--- src/pkg/hvsbs_pkg.sv ---
// constants and types for the high-voltage startup and brownout sequencer
// Functional notes
// - line above discharge, supply below inhibit: low current
// - supply above inhibit switches to high current
// - high current only below turn-on, line above minimum
// - supply below inhibit returns to low current
// - at turn-on both sources off, await brown-in
// - no brown-in: off until turn-off delay expires
// - after turn-off, recharge supply to turn-on
// - faults or no brown-in: hysteretic charging continues
// - soft start after turn-on, brown-in, recharge
// - over-voltage held for delay latches low power
// - start delay after first turn-on, then timers (the filters and brownout timers here also run during the delay)
// - brownout assessment only while both sources off
// - start needs brown-in filter and turn-on recharge
// - line below stop starts short filter, then long
// - long timer expiry declares brownout, stops drive
// - brown-in held for filter resets long timer
package hvsbs_pkg;
  localparam int unsigned HVSBS_CLK_HZ = 125_000_000;
  localparam int unsigned HVSBS_SHORT_FILT_US = 300;
  localparam int unsigned HVSBS_LONG_BO_MS = 50;
  localparam int unsigned HVSBS_SHORT_FILT_CYC = HVSBS_SHORT_FILT_US * (HVSBS_CLK_HZ / 1_000_000);
  localparam int unsigned HVSBS_LONG_BO_CYC = HVSBS_LONG_BO_MS * (HVSBS_CLK_HZ / 1_000);
  localparam int unsigned HVSBS_BROWN_IN_CYC = 4096;
  localparam int unsigned HVSBS_START_DLY_CYC = 4096;
  localparam int unsigned HVSBS_OFF_DLY_CYC = 4096;
  localparam int unsigned HVSBS_OVP_DLY_CYC = 4096;
  localparam int unsigned HVSBS_TMR_W = 24;

  typedef enum logic [5:0] {
    HVSBS_ST_IDLE = 6'b00_0001,
    HVSBS_ST_CHARGE = 6'b00_0010,
    HVSBS_ST_SETTLE = 6'b00_0100,
    HVSBS_ST_WAIT = 6'b00_1000,
    HVSBS_ST_RUN = 6'b01_0000,
    HVSBS_ST_OVP = 6'b10_0000
  } hvsbs_state_t;
endpackage

--- src/rtl/hvsbs_seq.sv ---
// startup current sequencer, over-voltage latch and brownout filter
module hvsbs_seq
  import hvsbs_pkg::*;
#(
  parameter int unsigned SHORT_FILT_CYC = hvsbs_pkg::HVSBS_SHORT_FILT_CYC,
  parameter int unsigned LONG_BO_CYC = hvsbs_pkg::HVSBS_LONG_BO_CYC,
  parameter int unsigned BROWN_IN_CYC = hvsbs_pkg::HVSBS_BROWN_IN_CYC,
  parameter int unsigned START_DLY_CYC = hvsbs_pkg::HVSBS_START_DLY_CYC,
  parameter int unsigned OFF_DLY_CYC = hvsbs_pkg::HVSBS_OFF_DLY_CYC,
  parameter int unsigned OVP_DLY_CYC = hvsbs_pkg::HVSBS_OVP_DLY_CYC
) (
  input wire logic i_mclk,
  input wire logic i_reset,
  input wire logic i_line_above_discharge,
  input wire logic i_line_above_min,
  input wire logic i_line_brown_in,
  input wire logic i_line_below_stop,
  input wire logic i_supply_above_inhibit,
  input wire logic i_supply_above_on,
  input wire logic i_supply_below_off,
  input wire logic i_supply_below_reset,
  input wire logic i_supply_overvoltage,
  input wire logic i_fault_input,
  output logic o_low_charge_current,
  output logic o_high_charge_current,
  output logic o_soft_start_go,
  output logic o_drive_enable,
  output logic o_brownout,
  output logic o_ovp_latched,
  output hvsbs_pkg::hvsbs_state_t o_state
);
  import hvsbs_pkg::*;

  // synchroniser bus, one bit per comparator plus one for the fault input
  localparam int unsigned NIN = 10;
  localparam logic [HVSBS_TMR_W-1:0] TMR_ONE = 24'h00_0001;

  // filtered comparator levels
  logic [NIN-1:0] sync_lvl;
  logic line_dis;
  logic line_min;
  logic line_bi;
  logic line_stop;
  logic sup_inh;
  logic sup_on;
  logic sup_off;
  logic sup_rst;
  logic sup_ovp;
  logic fault_input;

  hvsbs_sync #(
    .W(NIN)
  ) u_sync (
    .i_mclk(i_mclk),
    .i_reset(i_reset),
    .i_async({i_line_above_discharge, i_line_above_min, i_line_brown_in,
              i_line_below_stop, i_supply_above_inhibit, i_supply_above_on,
              i_supply_below_off, i_supply_below_reset, i_supply_overvoltage,
              i_fault_input}),
    .o_level(sync_lvl)
  );

  assign {line_dis, line_min, line_bi, line_stop, sup_inh, sup_on, sup_off,
          sup_rst, sup_ovp, fault_input} = sync_lvl;

  // saturating down-counter helper: loads, decrements, holds at zero
  function automatic logic [HVSBS_TMR_W-1:0] tmr_step(input logic ld,
                                                      input logic [HVSBS_TMR_W-1:0] val,
                                                      input logic [HVSBS_TMR_W-1:0] cur);
    if (ld) begin
      return val;
    end else if (cur != '0) begin
      return cur - TMR_ONE;
    end
    return cur;
  endfunction

  // last count of a running timer; a frozen timer never ends
  function automatic logic tmr_hit(input logic run,
                                   input logic en,
                                   input logic [HVSBS_TMR_W-1:0] cur);
    return run && en && (cur == TMR_ONE);
  endfunction

  // sequencer state and timers
  hvsbs_state_t state_r;
  hvsbs_state_t state_nxt;
  logic lo_r;
  logic hi_r;
  logic lo_nxt;
  logic hi_nxt;
  logic first_on_r;
  logic ovp_r;
  logic [HVSBS_TMR_W-1:0] ovp_tmr_r;
  logic [HVSBS_TMR_W-1:0] dly_tmr_r;
  logic dly_ld;
  logic dly_run_r;
  logic [HVSBS_TMR_W-1:0] dly_val;
  logic [HVSBS_TMR_W-1:0] bi_tmr_r;
  logic bi_ok_r;
  logic [HVSBS_TMR_W-1:0] sf_tmr_r;
  logic sf_run_r;
  logic [HVSBS_TMR_W-1:0] lb_tmr_r;
  logic lb_run_r;
  logic bo_r;
  logic assess;
  logic ss_go_r;
  logic drv_r;
  logic sf_done;
  logic lb_done;
  logic dly_done;
  logic bo_set;
  logic ovp_set;

  assign assess = !lo_r && !hi_r;
  assign dly_done = tmr_hit(dly_run_r, 1'b1, dly_tmr_r);
  assign sf_done = tmr_hit(sf_run_r, assess, sf_tmr_r);
  assign lb_done = tmr_hit(lb_run_r, assess, lb_tmr_r);
  assign bo_set = lb_done && !bi_ok_r;
  assign ovp_set = sup_ovp && (ovp_tmr_r == OVP_DLY_CYC[HVSBS_TMR_W-1:0] - TMR_ONE);

  // over-voltage persistence timer
  always_ff @(posedge i_mclk) begin
    if (i_reset) begin
      ovp_tmr_r <= '0;
    end else if (!sup_ovp) begin
      ovp_tmr_r <= '0;
    end else if (ovp_tmr_r != OVP_DLY_CYC[HVSBS_TMR_W-1:0]) begin
      ovp_tmr_r <= ovp_tmr_r + TMR_ONE;
    end
  end

  // over-voltage latch, set wins over clear
  always_ff @(posedge i_mclk) begin
    if (i_reset) begin
      ovp_r <= 1'b0;
    end else if (ovp_set) begin
      ovp_r <= 1'b1;
    end else if (sup_rst) begin
      ovp_r <= 1'b0;
    end
  end

  // brown-in filter count, only while sources are off
  always_ff @(posedge i_mclk) begin
    if (i_reset) begin
      bi_tmr_r <= '0;
    end else if (!assess || !line_bi) begin
      bi_tmr_r <= '0;
    end else if (bi_tmr_r != BROWN_IN_CYC[HVSBS_TMR_W-1:0]) begin
      bi_tmr_r <= bi_tmr_r + TMR_ONE;
    end
  end

  // filter passed, holds while the line stays up and both sources stay off
  always_ff @(posedge i_mclk) begin
    if (i_reset) begin
      bi_ok_r <= 1'b0;
    end else if (!assess || !line_bi) begin
      bi_ok_r <= 1'b0;
    end else if (bi_tmr_r == BROWN_IN_CYC[HVSBS_TMR_W-1:0] - TMR_ONE) begin
      bi_ok_r <= 1'b1;
    end
  end

  // short filter, frozen while a source charges the supply
  always_ff @(posedge i_mclk) begin
    if (i_reset) begin
      sf_tmr_r <= '0;
      sf_run_r <= 1'b0;
    end else if (assess && line_stop && !sf_run_r && !lb_run_r && !bo_r) begin
      sf_tmr_r <= SHORT_FILT_CYC[HVSBS_TMR_W-1:0];
      sf_run_r <= 1'b1;
    end else if (sf_run_r && assess) begin
      sf_tmr_r <= tmr_step(1'b0, '0, sf_tmr_r);
      if (sf_done) begin
        sf_run_r <= 1'b0;
      end
    end
  end

  // long brownout timer, frozen while a source charges the supply
  always_ff @(posedge i_mclk) begin
    if (i_reset) begin
      lb_tmr_r <= '0;
      lb_run_r <= 1'b0;
    end else if (sf_done && !line_bi) begin
      lb_tmr_r <= LONG_BO_CYC[HVSBS_TMR_W-1:0];
      lb_run_r <= 1'b1;
    end else if (lb_run_r && bi_ok_r) begin
      lb_run_r <= 1'b0;
      lb_tmr_r <= '0;
    end else if (lb_run_r && assess) begin
      lb_tmr_r <= tmr_step(1'b0, '0, lb_tmr_r);
      if (lb_done) begin
        lb_run_r <= 1'b0;
      end
    end
  end

  // brownout flag, a passed brown-in filter clears it
  always_ff @(posedge i_mclk) begin
    if (i_reset) begin
      bo_r <= 1'b0;
    end else if (bo_set) begin
      bo_r <= 1'b1;
    end else if (bi_ok_r) begin
      bo_r <= 1'b0;
    end
  end

  // shared delay timer for start delay and turn-off delay
  always_ff @(posedge i_mclk) begin
    if (i_reset) begin
      dly_tmr_r <= '0;
      dly_run_r <= 1'b0;
    end else if (dly_ld) begin
      dly_tmr_r <= dly_val;
      dly_run_r <= 1'b1;
    end else if (dly_run_r) begin
      dly_tmr_r <= tmr_step(1'b0, '0, dly_tmr_r);
      if (dly_done) begin
        dly_run_r <= 1'b0;
      end
    end
  end

  // next state and source enables, the latch overrides all
  always_comb begin
    state_nxt = state_r;
    lo_nxt = 1'b0;
    hi_nxt = 1'b0;
    dly_ld = 1'b0;
    dly_val = START_DLY_CYC[HVSBS_TMR_W-1:0];
    case (state_r)
      HVSBS_ST_IDLE: begin
        if (line_dis) begin
          state_nxt = HVSBS_ST_CHARGE;
        end
      end
      HVSBS_ST_CHARGE: begin
        if (sup_on) begin
          state_nxt = HVSBS_ST_WAIT;
          if (!first_on_r) begin
            state_nxt = HVSBS_ST_SETTLE;
            dly_ld = 1'b1;
          end
        end else if (!sup_inh) begin
          lo_nxt = line_dis;
        end else begin
          hi_nxt = line_min;
        end
      end
      HVSBS_ST_SETTLE: begin
        if (dly_done) begin
          state_nxt = HVSBS_ST_WAIT;
        end
      end
      HVSBS_ST_WAIT: begin
        if (bi_ok_r && !fault_input && sup_on) begin
          state_nxt = HVSBS_ST_RUN;
        end else if (sup_off && !dly_run_r) begin
          dly_ld = 1'b1;
          dly_val = OFF_DLY_CYC[HVSBS_TMR_W-1:0];
        end else if (dly_done) begin
          state_nxt = HVSBS_ST_CHARGE;
        end
      end
      HVSBS_ST_RUN: begin
        if (bo_r || fault_input) begin
          state_nxt = HVSBS_ST_WAIT;
        end
      end
      HVSBS_ST_OVP: begin
        if (!ovp_r) begin
          state_nxt = HVSBS_ST_IDLE;
        end
      end
      default: begin
        state_nxt = HVSBS_ST_IDLE;
      end
    endcase
    if (ovp_r) begin
      state_nxt = HVSBS_ST_OVP;
      lo_nxt = 1'b0;
      hi_nxt = 1'b0;
    end
  end

  // state register
  always_ff @(posedge i_mclk) begin
    if (i_reset) begin
      state_r <= HVSBS_ST_IDLE;
    end else begin
      state_r <= state_nxt;
    end
  end

  // source enables follow the state decision
  always_ff @(posedge i_mclk) begin
    if (i_reset) begin
      lo_r <= 1'b0;
      hi_r <= 1'b0;
    end else begin
      lo_r <= lo_nxt;
      hi_r <= hi_nxt;
    end
  end

  // first turn-on seen, later recharges skip the settle delay
  always_ff @(posedge i_mclk) begin
    if (i_reset) begin
      first_on_r <= 1'b0;
    end else if (state_r == HVSBS_ST_SETTLE) begin
      first_on_r <= 1'b1;
    end
  end

  // one-cycle soft-start pulse on entry to run
  always_ff @(posedge i_mclk) begin
    if (i_reset) begin
      ss_go_r <= 1'b0;
    end else begin
      ss_go_r <= (state_nxt == HVSBS_ST_RUN) && (state_r != HVSBS_ST_RUN);
    end
  end

  // drive drops on the edge that sets brownout or the latch
  always_ff @(posedge i_mclk) begin
    if (i_reset) begin
      drv_r <= 1'b0;
    end else begin
      drv_r <= (state_nxt == HVSBS_ST_RUN) && !bo_r && !bo_set && !ovp_set;
    end
  end

  assign o_low_charge_current = lo_r;
  assign o_high_charge_current = hi_r;
  assign o_soft_start_go = ss_go_r;
  assign o_drive_enable = drv_r;
  assign o_brownout = bo_r;
  assign o_ovp_latched = ovp_r;
  assign o_state = state_r;
endmodule

--- src/rtl/hvsbs_sync.sv ---
// three-stage synchroniser with agreement filter for comparator inputs
module hvsbs_sync #(
  parameter int unsigned W = 1
) (
  input wire logic i_mclk,
  input wire logic i_reset,
  input wire logic [W-1:0] i_async,
  output logic [W-1:0] o_level
);
  logic [W-1:0] s1_r;
  logic [W-1:0] s2_r;
  logic [W-1:0] s3_r;

  always_ff @(posedge i_mclk) begin
    if (i_reset) begin
      s1_r <= '0;
      s2_r <= '0;
      s3_r <= '0;
    end else begin
      s1_r <= i_async;
      s2_r <= s1_r;
      s3_r <= s2_r;
    end
  end

  // level changes only once stages two and three agree
  always_ff @(posedge i_mclk) begin
    if (i_reset) begin
      o_level <= '0;
    end else begin
      for (int i = 0; i < W; i++) begin
        if (s2_r[i] == s3_r[i]) begin
          o_level[i] <= s3_r[i];
        end
      end
    end
  end
endmodule

--- config.mk ---
export PLATFORM = sky130hd
export DESIGN_NAME = hvsbs_seq
export DESIGN_NICKNAME = d
export VERILOG_FILES = /design/src/pkg/hvsbs_pkg.sv /design/src/rtl/hvsbs_seq.sv /design/src/rtl/hvsbs_sync.sv
export SDC_FILE = /design/constraint.sdc
export NUM_CORES = 1
export LEC_CHECK = 0
export ABC_AREA = 1
export BUFFER_PORTS_ARGS = -buffer_cell sky130_fd_sc_hd__buf_4
export CAP_MARGIN = 20
export CORE_UTILIZATION = 50
export CTS_BUF_LIST = sky130_fd_sc_hd__clkbuf_8 sky130_fd_sc_hd__clkbuf_16
export DETAILED_ROUTE_END_ITERATION = 6
export GPL_TIMING_DRIVEN = 0
export PLACE_DENSITY = 0.66
export SLEW_MARGIN = 10
export SYNTH_ARGS = -nofsm -noshare
export SYNTH_HDL_FRONTEND = slang
export SYNTH_SLANG_ARGS = --single-unit
--- constraint.sdc ---
create_clock -name i_mclk -period 5.27 [get_ports i_mclk]
set_clock_uncertainty 0.05 [all_clocks]
set_input_delay 0.7905 -clock i_mclk [delete_from_list [all_inputs] [get_ports i_mclk]]
set_output_delay 0.7905 -clock i_mclk [all_outputs]
set_load 0.02 [all_outputs]
* Yosys cells after proc, flatten, opt, wreduce, memory -nomap -nowiden
Index checks and enable logic that the tools add are counted.
** Storage, ports and cells
- Word-level logic and storage cells :: 183
- Flip-flop bits (word level) :: 177
- Memories kept :: 0
- Bits in latches :: 0
- Output and inout bits :: 12
- Bits in writable memories :: 0
- Input bits :: 12
- Bits in read-only memories :: 0
** Operators by class
- Order comparisons :: 0
- Multiply operators :: 0
- Eq/ne operators :: 24
- Bitwise gates (word level) :: 3
- Div/mod/pow operators :: 0
- Shift operators :: 0
- $add $sub $neg :: 5
- Reduce and logical (&&, ||, !) cells :: 63
- Multiplexer cells :: 55
** Operator list (number)
- 2-to-1 mux 23 bit :: 4
- == test 24 x 1 -> 1 bit (second input constant) :: 3
- 2-to-1 mux 24 bit :: 3
- nonzero test 24 bit :: 3
- subtractor 24 x 1 -> 24 bit (second input constant) :: 3
- adder 24 x 1 -> 24 bit (second input constant) :: 2
- == test 24 x 12 -> 1 bit (second input constant) :: 2
- 2-to-1 mux 16 bit :: 3
- 2-to-1 mux 6 bit :: 8
- inequality test 24 x 13 -> 1 bit (second input constant) :: 2
- 2-to-1 mux 13 bit :: 3
- 2-to-1 mux 1 bit :: 31
- case mux 6 bit (5 select lines) :: 1
- logical AND 1 bit :: 21
- AND reduction 2 bit :: 8
- nonzero test 2 bit :: 7
- == test 6 x 5 -> 1 bit (second input constant) :: 2
- logical NOT 1 bit :: 12
- == test 1 bit :: 10
- OR reduction 5 bit :: 2
- nonzero test 3 bit :: 3
- OR reduction 2 bit :: 4
- == test 6 x 1 -> 1 bit (second input constant) :: 1
- == test 6 x 2 -> 1 bit (second input constant) :: 1
- other kinds (8) :: 11

* Longest topological paths before layout
- Depth in word-level cells :: 11
- Mapped depth :: 11
- Depth with buffers taken out :: 11

* By module
Synthesis repeated with hierarchy kept, for this count alone.
** Unflattened totals
- Cells, all modules :: 1341
- Area total of the unflattened synthesis :: 9175.0 µm²
** By module, submodules not included
- hvsbs_seq :: cells an instance 1207, instances 1, area an instance 7985.2 µm²
- hvsbs_sync :: cells an instance 134, instances 1, area an instance 1189.9 µm²

* Worst setup path before layout
Ideal clock, no wire load.
- Path type :: register to register
- From :: register sf_tmr_r[0]
- To :: register sf_tmr_r[1]
- Path buffers :: 1
- Library setup time :: 0.080 ns
- Path slack :: 3.605 ns
- Cell stages (with the launch flop) :: 10
- Arrival time :: 1.535 ns
- Path through :: dfxtp_1 > inv_1 > ha_1 > nand2_4 > nor2_4 > nand3_4 > nand2_4 > inv_4 > buf_6 > a211oi_2
** Between the ends
- Word-level cells in the longest chain between the ends :: 6
** Ends and longest elaborated chain
- start, declared :: RTL line hvsbs_seq.sv:101 : logic [HVSBS_TMR_W-1:0] sf_tmr_r;
- start signal, assigned :: RTL line hvsbs_seq.sv:172 : sf_tmr_r <= SHORT_FILT_CYC[HVSBS_TMR_W-1:0];
- start signal, assigned :: RTL line hvsbs_seq.sv:175 : sf_tmr_r <= tmr_step(1'b0, '0, sf_tmr_r);
- branches (longest 6 deep; another with subtractor 24 x 1 -> 24 bit)
Parallel ways; which one is timed is not known. The select of a mux whose other input is x is not followed.
A chain may end at the register's enable or synchronous reset.

* Worst setup path in the final report
- From :: register lb_tmr_r[0]
- To :: register lb_tmr_r[20]
** Between the ends
- Word-level cells in the longest chain between the ends :: 8
** Ends and longest elaborated chain
- start, declared :: RTL line hvsbs_seq.sv:103 : logic [HVSBS_TMR_W-1:0] lb_tmr_r;
- start signal, assigned :: RTL line hvsbs_seq.sv:188 : lb_tmr_r <= LONG_BO_CYC[HVSBS_TMR_W-1:0];
- start signal, assigned :: RTL line hvsbs_seq.sv:194 : lb_tmr_r <= tmr_step(1'b0, '0, lb_tmr_r);
- branches (longest 8 deep; another with subtractor 24 x 1 -> 24 bit)
Parallel ways; which one is timed is not known. The select of a mux whose other input is x is not followed.

==> out/metrics.cfg <==
[floorplanning]
start_util_pct=50.94
io-pin-count=24
die_span_x_um=137.3
core_region_area_um2=17960
die_area_um2=18850
chip_height_um=137.3
std_cell_rows=49

[worst_setup_path]
critical_path.cell_chain=inv_1 -> ha_1 -> nand2_2 -> nor2_4 -> nand3_4 -> nand3_2 -> inv_1 -> nand2_1 -> nand2_1 -> nor2_1 -> nor2_1
reg2reg_setup_slack_ns=3.25
cp_num_buf_inv=2
arrival_time_reported_for_the_critical_path_endpoint_ns=2.26
required_time_reported_for_the_critical_path_endpoint_ns=5.51
worst_r2r_endpoint=lb_tmr_r[20]
worst-path-max-fanout=10
kind_of_critical_path=reg2reg
critical_path_source_type=register
max_stage_delay_ns=0.34
crit_path_end_kind=register
slowest_stage=sky130_fd_sc_hd__dfxtp_1
critical_path.reg2reg.startpoint=lb_tmr_r[0]
crit_family=simple AND/OR/NAND/NOR gates
reg2reg_depth=11

[clock_tree]
ctsRootBufferMaster=sky130_fd_sc_hd__clkbuf_16
tritoncts=yes
numClockSinks=177
clk_latency_ns=0.43
post_cts_hold_buffer_count=0
postCtsSetupRepairBufs=0
cts.clk_slew.worst_paths_ns=0.06
cts.path.max_buffers=2
cts_max_level=4
tritoncts.num_buffers=17
number_of_gates_given_a_new_drive_strength_after_cts=0

[global_routing]
grt_start_max_net_pins=17
grt_pass1_vias=7524
grt_overflow=0
grt_antenna_before_repair=0
first_pass_grt_wire_length_mm=35.56
grt_util_all_layers_pct=23.83

[cells_and_area]
most_frequent_standard_cell_in_the_layout_excluding_fill_and_tap_cells=sky130_fd_sc_hd__nand2_1
multi_input_area_um2=4831
final_cell_mix=sky130_fd_sc_hd__nand2_1 (303), sky130_fd_sc_hd__nor2_1 (262), sky130_fd_sc_hd__dfxtp_1 (177), sky130_fd_sc_hd__inv_1 (161), sky130_fd_sc_hd__a21oi_1 (105)
final_net_count=1425
layout-drive-gt1-share_pct=8.911
area_growth_pct=12.31
antenna_cells=0
fillerInstances=1754
layout.area.seq_um2=3543

[placed_design]
globalplace.congestion=0.9122
portBuffers=23
dp.final_hpwl_mm=15.94
detailedPlace.worstSlack_ns=2.976

[power_and_ir_drop]
sequentialPowerShare_pct=47.7
power_report.internal_total_uw=2274
power_density_nw_per_um2=275.5
vdd_drop_max_mv=0.2439
p_comb_share_pct=2.0
power.share.clock_pct=50.3
power.switching_fraction_pct=19.71
p_sw_uw=558.2
leakage_uw=0.004508

[sta]
worstMarginPinSlew_ns=0.6452
timing_max_transition_violations_final=0
max_slew_margin_pct=56.99
setup_total_negative_slack_ns=0
final_hold_violation_count=0
max_freq_mhz=493.9
setup_slack_ns=3.245
holdWs_ns=0.3556
grt_setup_unrepaired=no
fin_crit_ns=2.025
fin_crit_sh_pct=38.42
finalSetupViolations=0

[drt]
detail-route-antenna-nets=0
dr.pass1.iters=7
post_drt_via_cell_ratio=5.096
initial_drc_count=504
routedWlPerCell_um=12.92
totalWireLength_mm=21.23
remaining_drc_errors=0
via_count=8373

[logic_synthesis]
synth-seq-area-share_pct=38.72
synthesis.area_per_instance_um2=6.729
syn_inst=1360
synthDistinctLibCells=44
mapped_area_um2=9151
synthFlopType=sky130_fd_sc_hd__dfxtp_1
ffs_latches_synth=177
async_flop_share_pct=0
synth_enable_flop_cells=0
synthesis.yosys.warnings=0
syn-num-nets=1383

[worst_hold_path]
cell_count_of_the_worst_hold_path=2
source_of_the_worst_hold_timing_path=u_sync.s1_r[9]
holdPathEnd=u_sync.s2_r[9]
min-delay-path-class=reg2reg

[job]
drv.max_cap_violation_count=0

[run_status]
result_of_the_run=finished, final reports clean

==> flip-flops by register name, indices dropped and copies added, names as in the netlist, 6 cells and up <==
register        flops
sf_tmr_r           24
ovp_tmr_r          24
dly_tmr_r          24
o_state             6
u_sync.s3_r        10
lb_tmr_r           24
u_sync.s2_r        10
u_sync.s1_r        10
u_sync.o_level     10
bi_tmr_r           24
==> cell usage after synthesis, types with 2 or more instances <==
| library cell | instances | area share, % |
|---|---|---|
| sky130_fd_sc_hd__buf_1 | 3 | 0.12 |
| sky130_fd_sc_hd__nor2_2 | 22 | 1.5 |
| sky130_fd_sc_hd__o21bai_1 | 5 | 0.41 |
| sky130_fd_sc_hd__nor4_1 | 8 | 0.55 |
| sky130_fd_sc_hd__a211oi_2 | 2 | 0.27 |
| sky130_fd_sc_hd__nand4_1 | 40 | 2.7 |
| sky130_fd_sc_hd__nor2_4 | 4 | 0.49 |
| sky130_fd_sc_hd__nand2_1 | 303 | 12 |
| sky130_fd_sc_hd__xor2_1 | 14 | 1.3 |
| sky130_fd_sc_hd__nand3_4 | 2 | 0.38 |
| sky130_fd_sc_hd__a21oi_1 | 105 | 5.7 |
| sky130_fd_sc_hd__buf_2 | 7 | 0.38 |
| sky130_fd_sc_hd__nor3_4 | 3 | 0.53 |
| sky130_fd_sc_hd__o21ai_0 | 36 | 2.0 |
| sky130_fd_sc_hd__nor3_1 | 22 | 1.2 |
| sky130_fd_sc_hd__nand3_2 | 3 | 0.33 |
| sky130_fd_sc_hd__nand3_1 | 75 | 4.1 |
| sky130_fd_sc_hd__xnor2_1 | 25 | 2.4 |
| sky130_fd_sc_hd__nand2_2 | 4 | 0.27 |
| sky130_fd_sc_hd__nand3b_1 | 6 | 0.49 |
| sky130_fd_sc_hd__nand2_4 | 3 | 0.37 |
| sky130_fd_sc_hd__buf_6 | 4 | 0.49 |
| sky130_fd_sc_hd__a31oi_1 | 4 | 0.27 |
| sky130_fd_sc_hd__a211oi_1 | 9 | 0.74 |
| sky130_fd_sc_hd__dfxtp_1 | 177 | 39 |
| sky130_fd_sc_hd__inv_1 | 159 | 6.5 |
| sky130_fd_sc_hd__clkbuf_1 | 8 | 0.33 |
| sky130_fd_sc_hd__nor3b_1 | 8 | 0.66 |
| sky130_fd_sc_hd__buf_4 | 4 | 0.33 |
| sky130_fd_sc_hd__nor2_1 | 262 | 11 |
| sky130_fd_sc_hd__inv_2 | 5 | 0.21 |
| sky130_fd_sc_hd__or2_2 | 6 | 0.41 |
| sky130_fd_sc_hd__ha_1 | 11 | 1.5 |
==> metrics by stage <==
step           utilization (%)  cell area [µm²]  total power, µW  cells
5_1_grt                  57.21            10280             2914   1643
3_5_place_dp             53.50             9610             1438   1612
2_1_floorplan                -             9151             1416   1360
6_report                 57.21            10280             2832   1643
4_1_cts                  57.21            10280             2858   1643
3_3_place_gp             53.50             9610             1438   1612
==> worst reg2reg max path, stage by stage (launching register included) <==
cell and delay (ns):
sky130_fd_sc_hd__dfxtp_1 0.34, sky130_fd_sc_hd__inv_1 0.12, sky130_fd_sc_hd__ha_1 0.32, sky130_fd_sc_hd__nand2_2 0.14, sky130_fd_sc_hd__nor2_4 0.23, sky130_fd_sc_hd__nand3_4 0.13, sky130_fd_sc_hd__nand3_2 0.20, sky130_fd_sc_hd__inv_1 0.10
sky130_fd_sc_hd__nand2_1 0.07, sky130_fd_sc_hd__nand2_1 0.05, sky130_fd_sc_hd__nor2_1 0.10, sky130_fd_sc_hd__nor2_1 0.04
==> cells by family (layout without fill, tap and decap cells) <==
kind of cell,Yosys count,in the layout,synth area share [%]
xor gates and xnor gates,39,39,3.733
DFF,177,177,38.72
AOI/OAI and AO/OA,167,167,10.04
adders and majority gates,11,11,1.504
and+or+nand+nor,774,774,37.52
buffers and inverters,192,246,8.491
==> worst max-delay path by stage <==
stage / startpoint / to / slack, ns / cells after the start
floorplan: sf_tmr_r[0] / sf_tmr_r[1] / 3.61 / 9
global placement: i_reset / sf_tmr_r[23] / 2.98 / 6
detailed placement: i_reset / sf_tmr_r[23] / 2.98 / 6
CTS: lb_tmr_r[0] / lb_tmr_r[20] / 3.26 / 11
global route: lb_tmr_r[0] / lb_tmr_r[20] / 3.07 / 11
finish: lb_tmr_r[0] / lb_tmr_r[20] / 3.25 / 11
==> power by group through the flow <==
stage                     combinational (µW)  sequential [µW]  clock, µW
after floorplan                         35.4             1380          0
after CTS                               56.7             1350       1450
after detailed placement                56.3             1380          0
after global routing                    62.5             1350       1500
final                                   55.8             1350       1420
after global placement                  56.0             1380          0
==> area by class of cell <==
| cell class | count | share of cell area, % |
|---|---|---|
| clock inverter | 12 | 2.082 |
| sequential | 177 | 34.48 |
| clock buffer | 19 | 4.407 |
| inverter | 166 | 6.087 |
| tap | 229 | 2.788 |
| multi-input combinational | 991 | 47.00 |
| timing repair buffer | 23 | 1.680 |
| buffer | 26 | 1.473 |
==> routing by layer <==
metal | wire, µm | vias to the layer above | GRT usage (%)
li1 | - | 4452 | -
met2 | 9709 | 139 | 38.72
met3 | 916 | 11 | 4.341
met5 | 0 | - | 0
met1 | 10410 | 3771 | 32.59
met4 | 191 | 0 | 5.678
No activity file was read; power rests on OpenSTA's default activity.
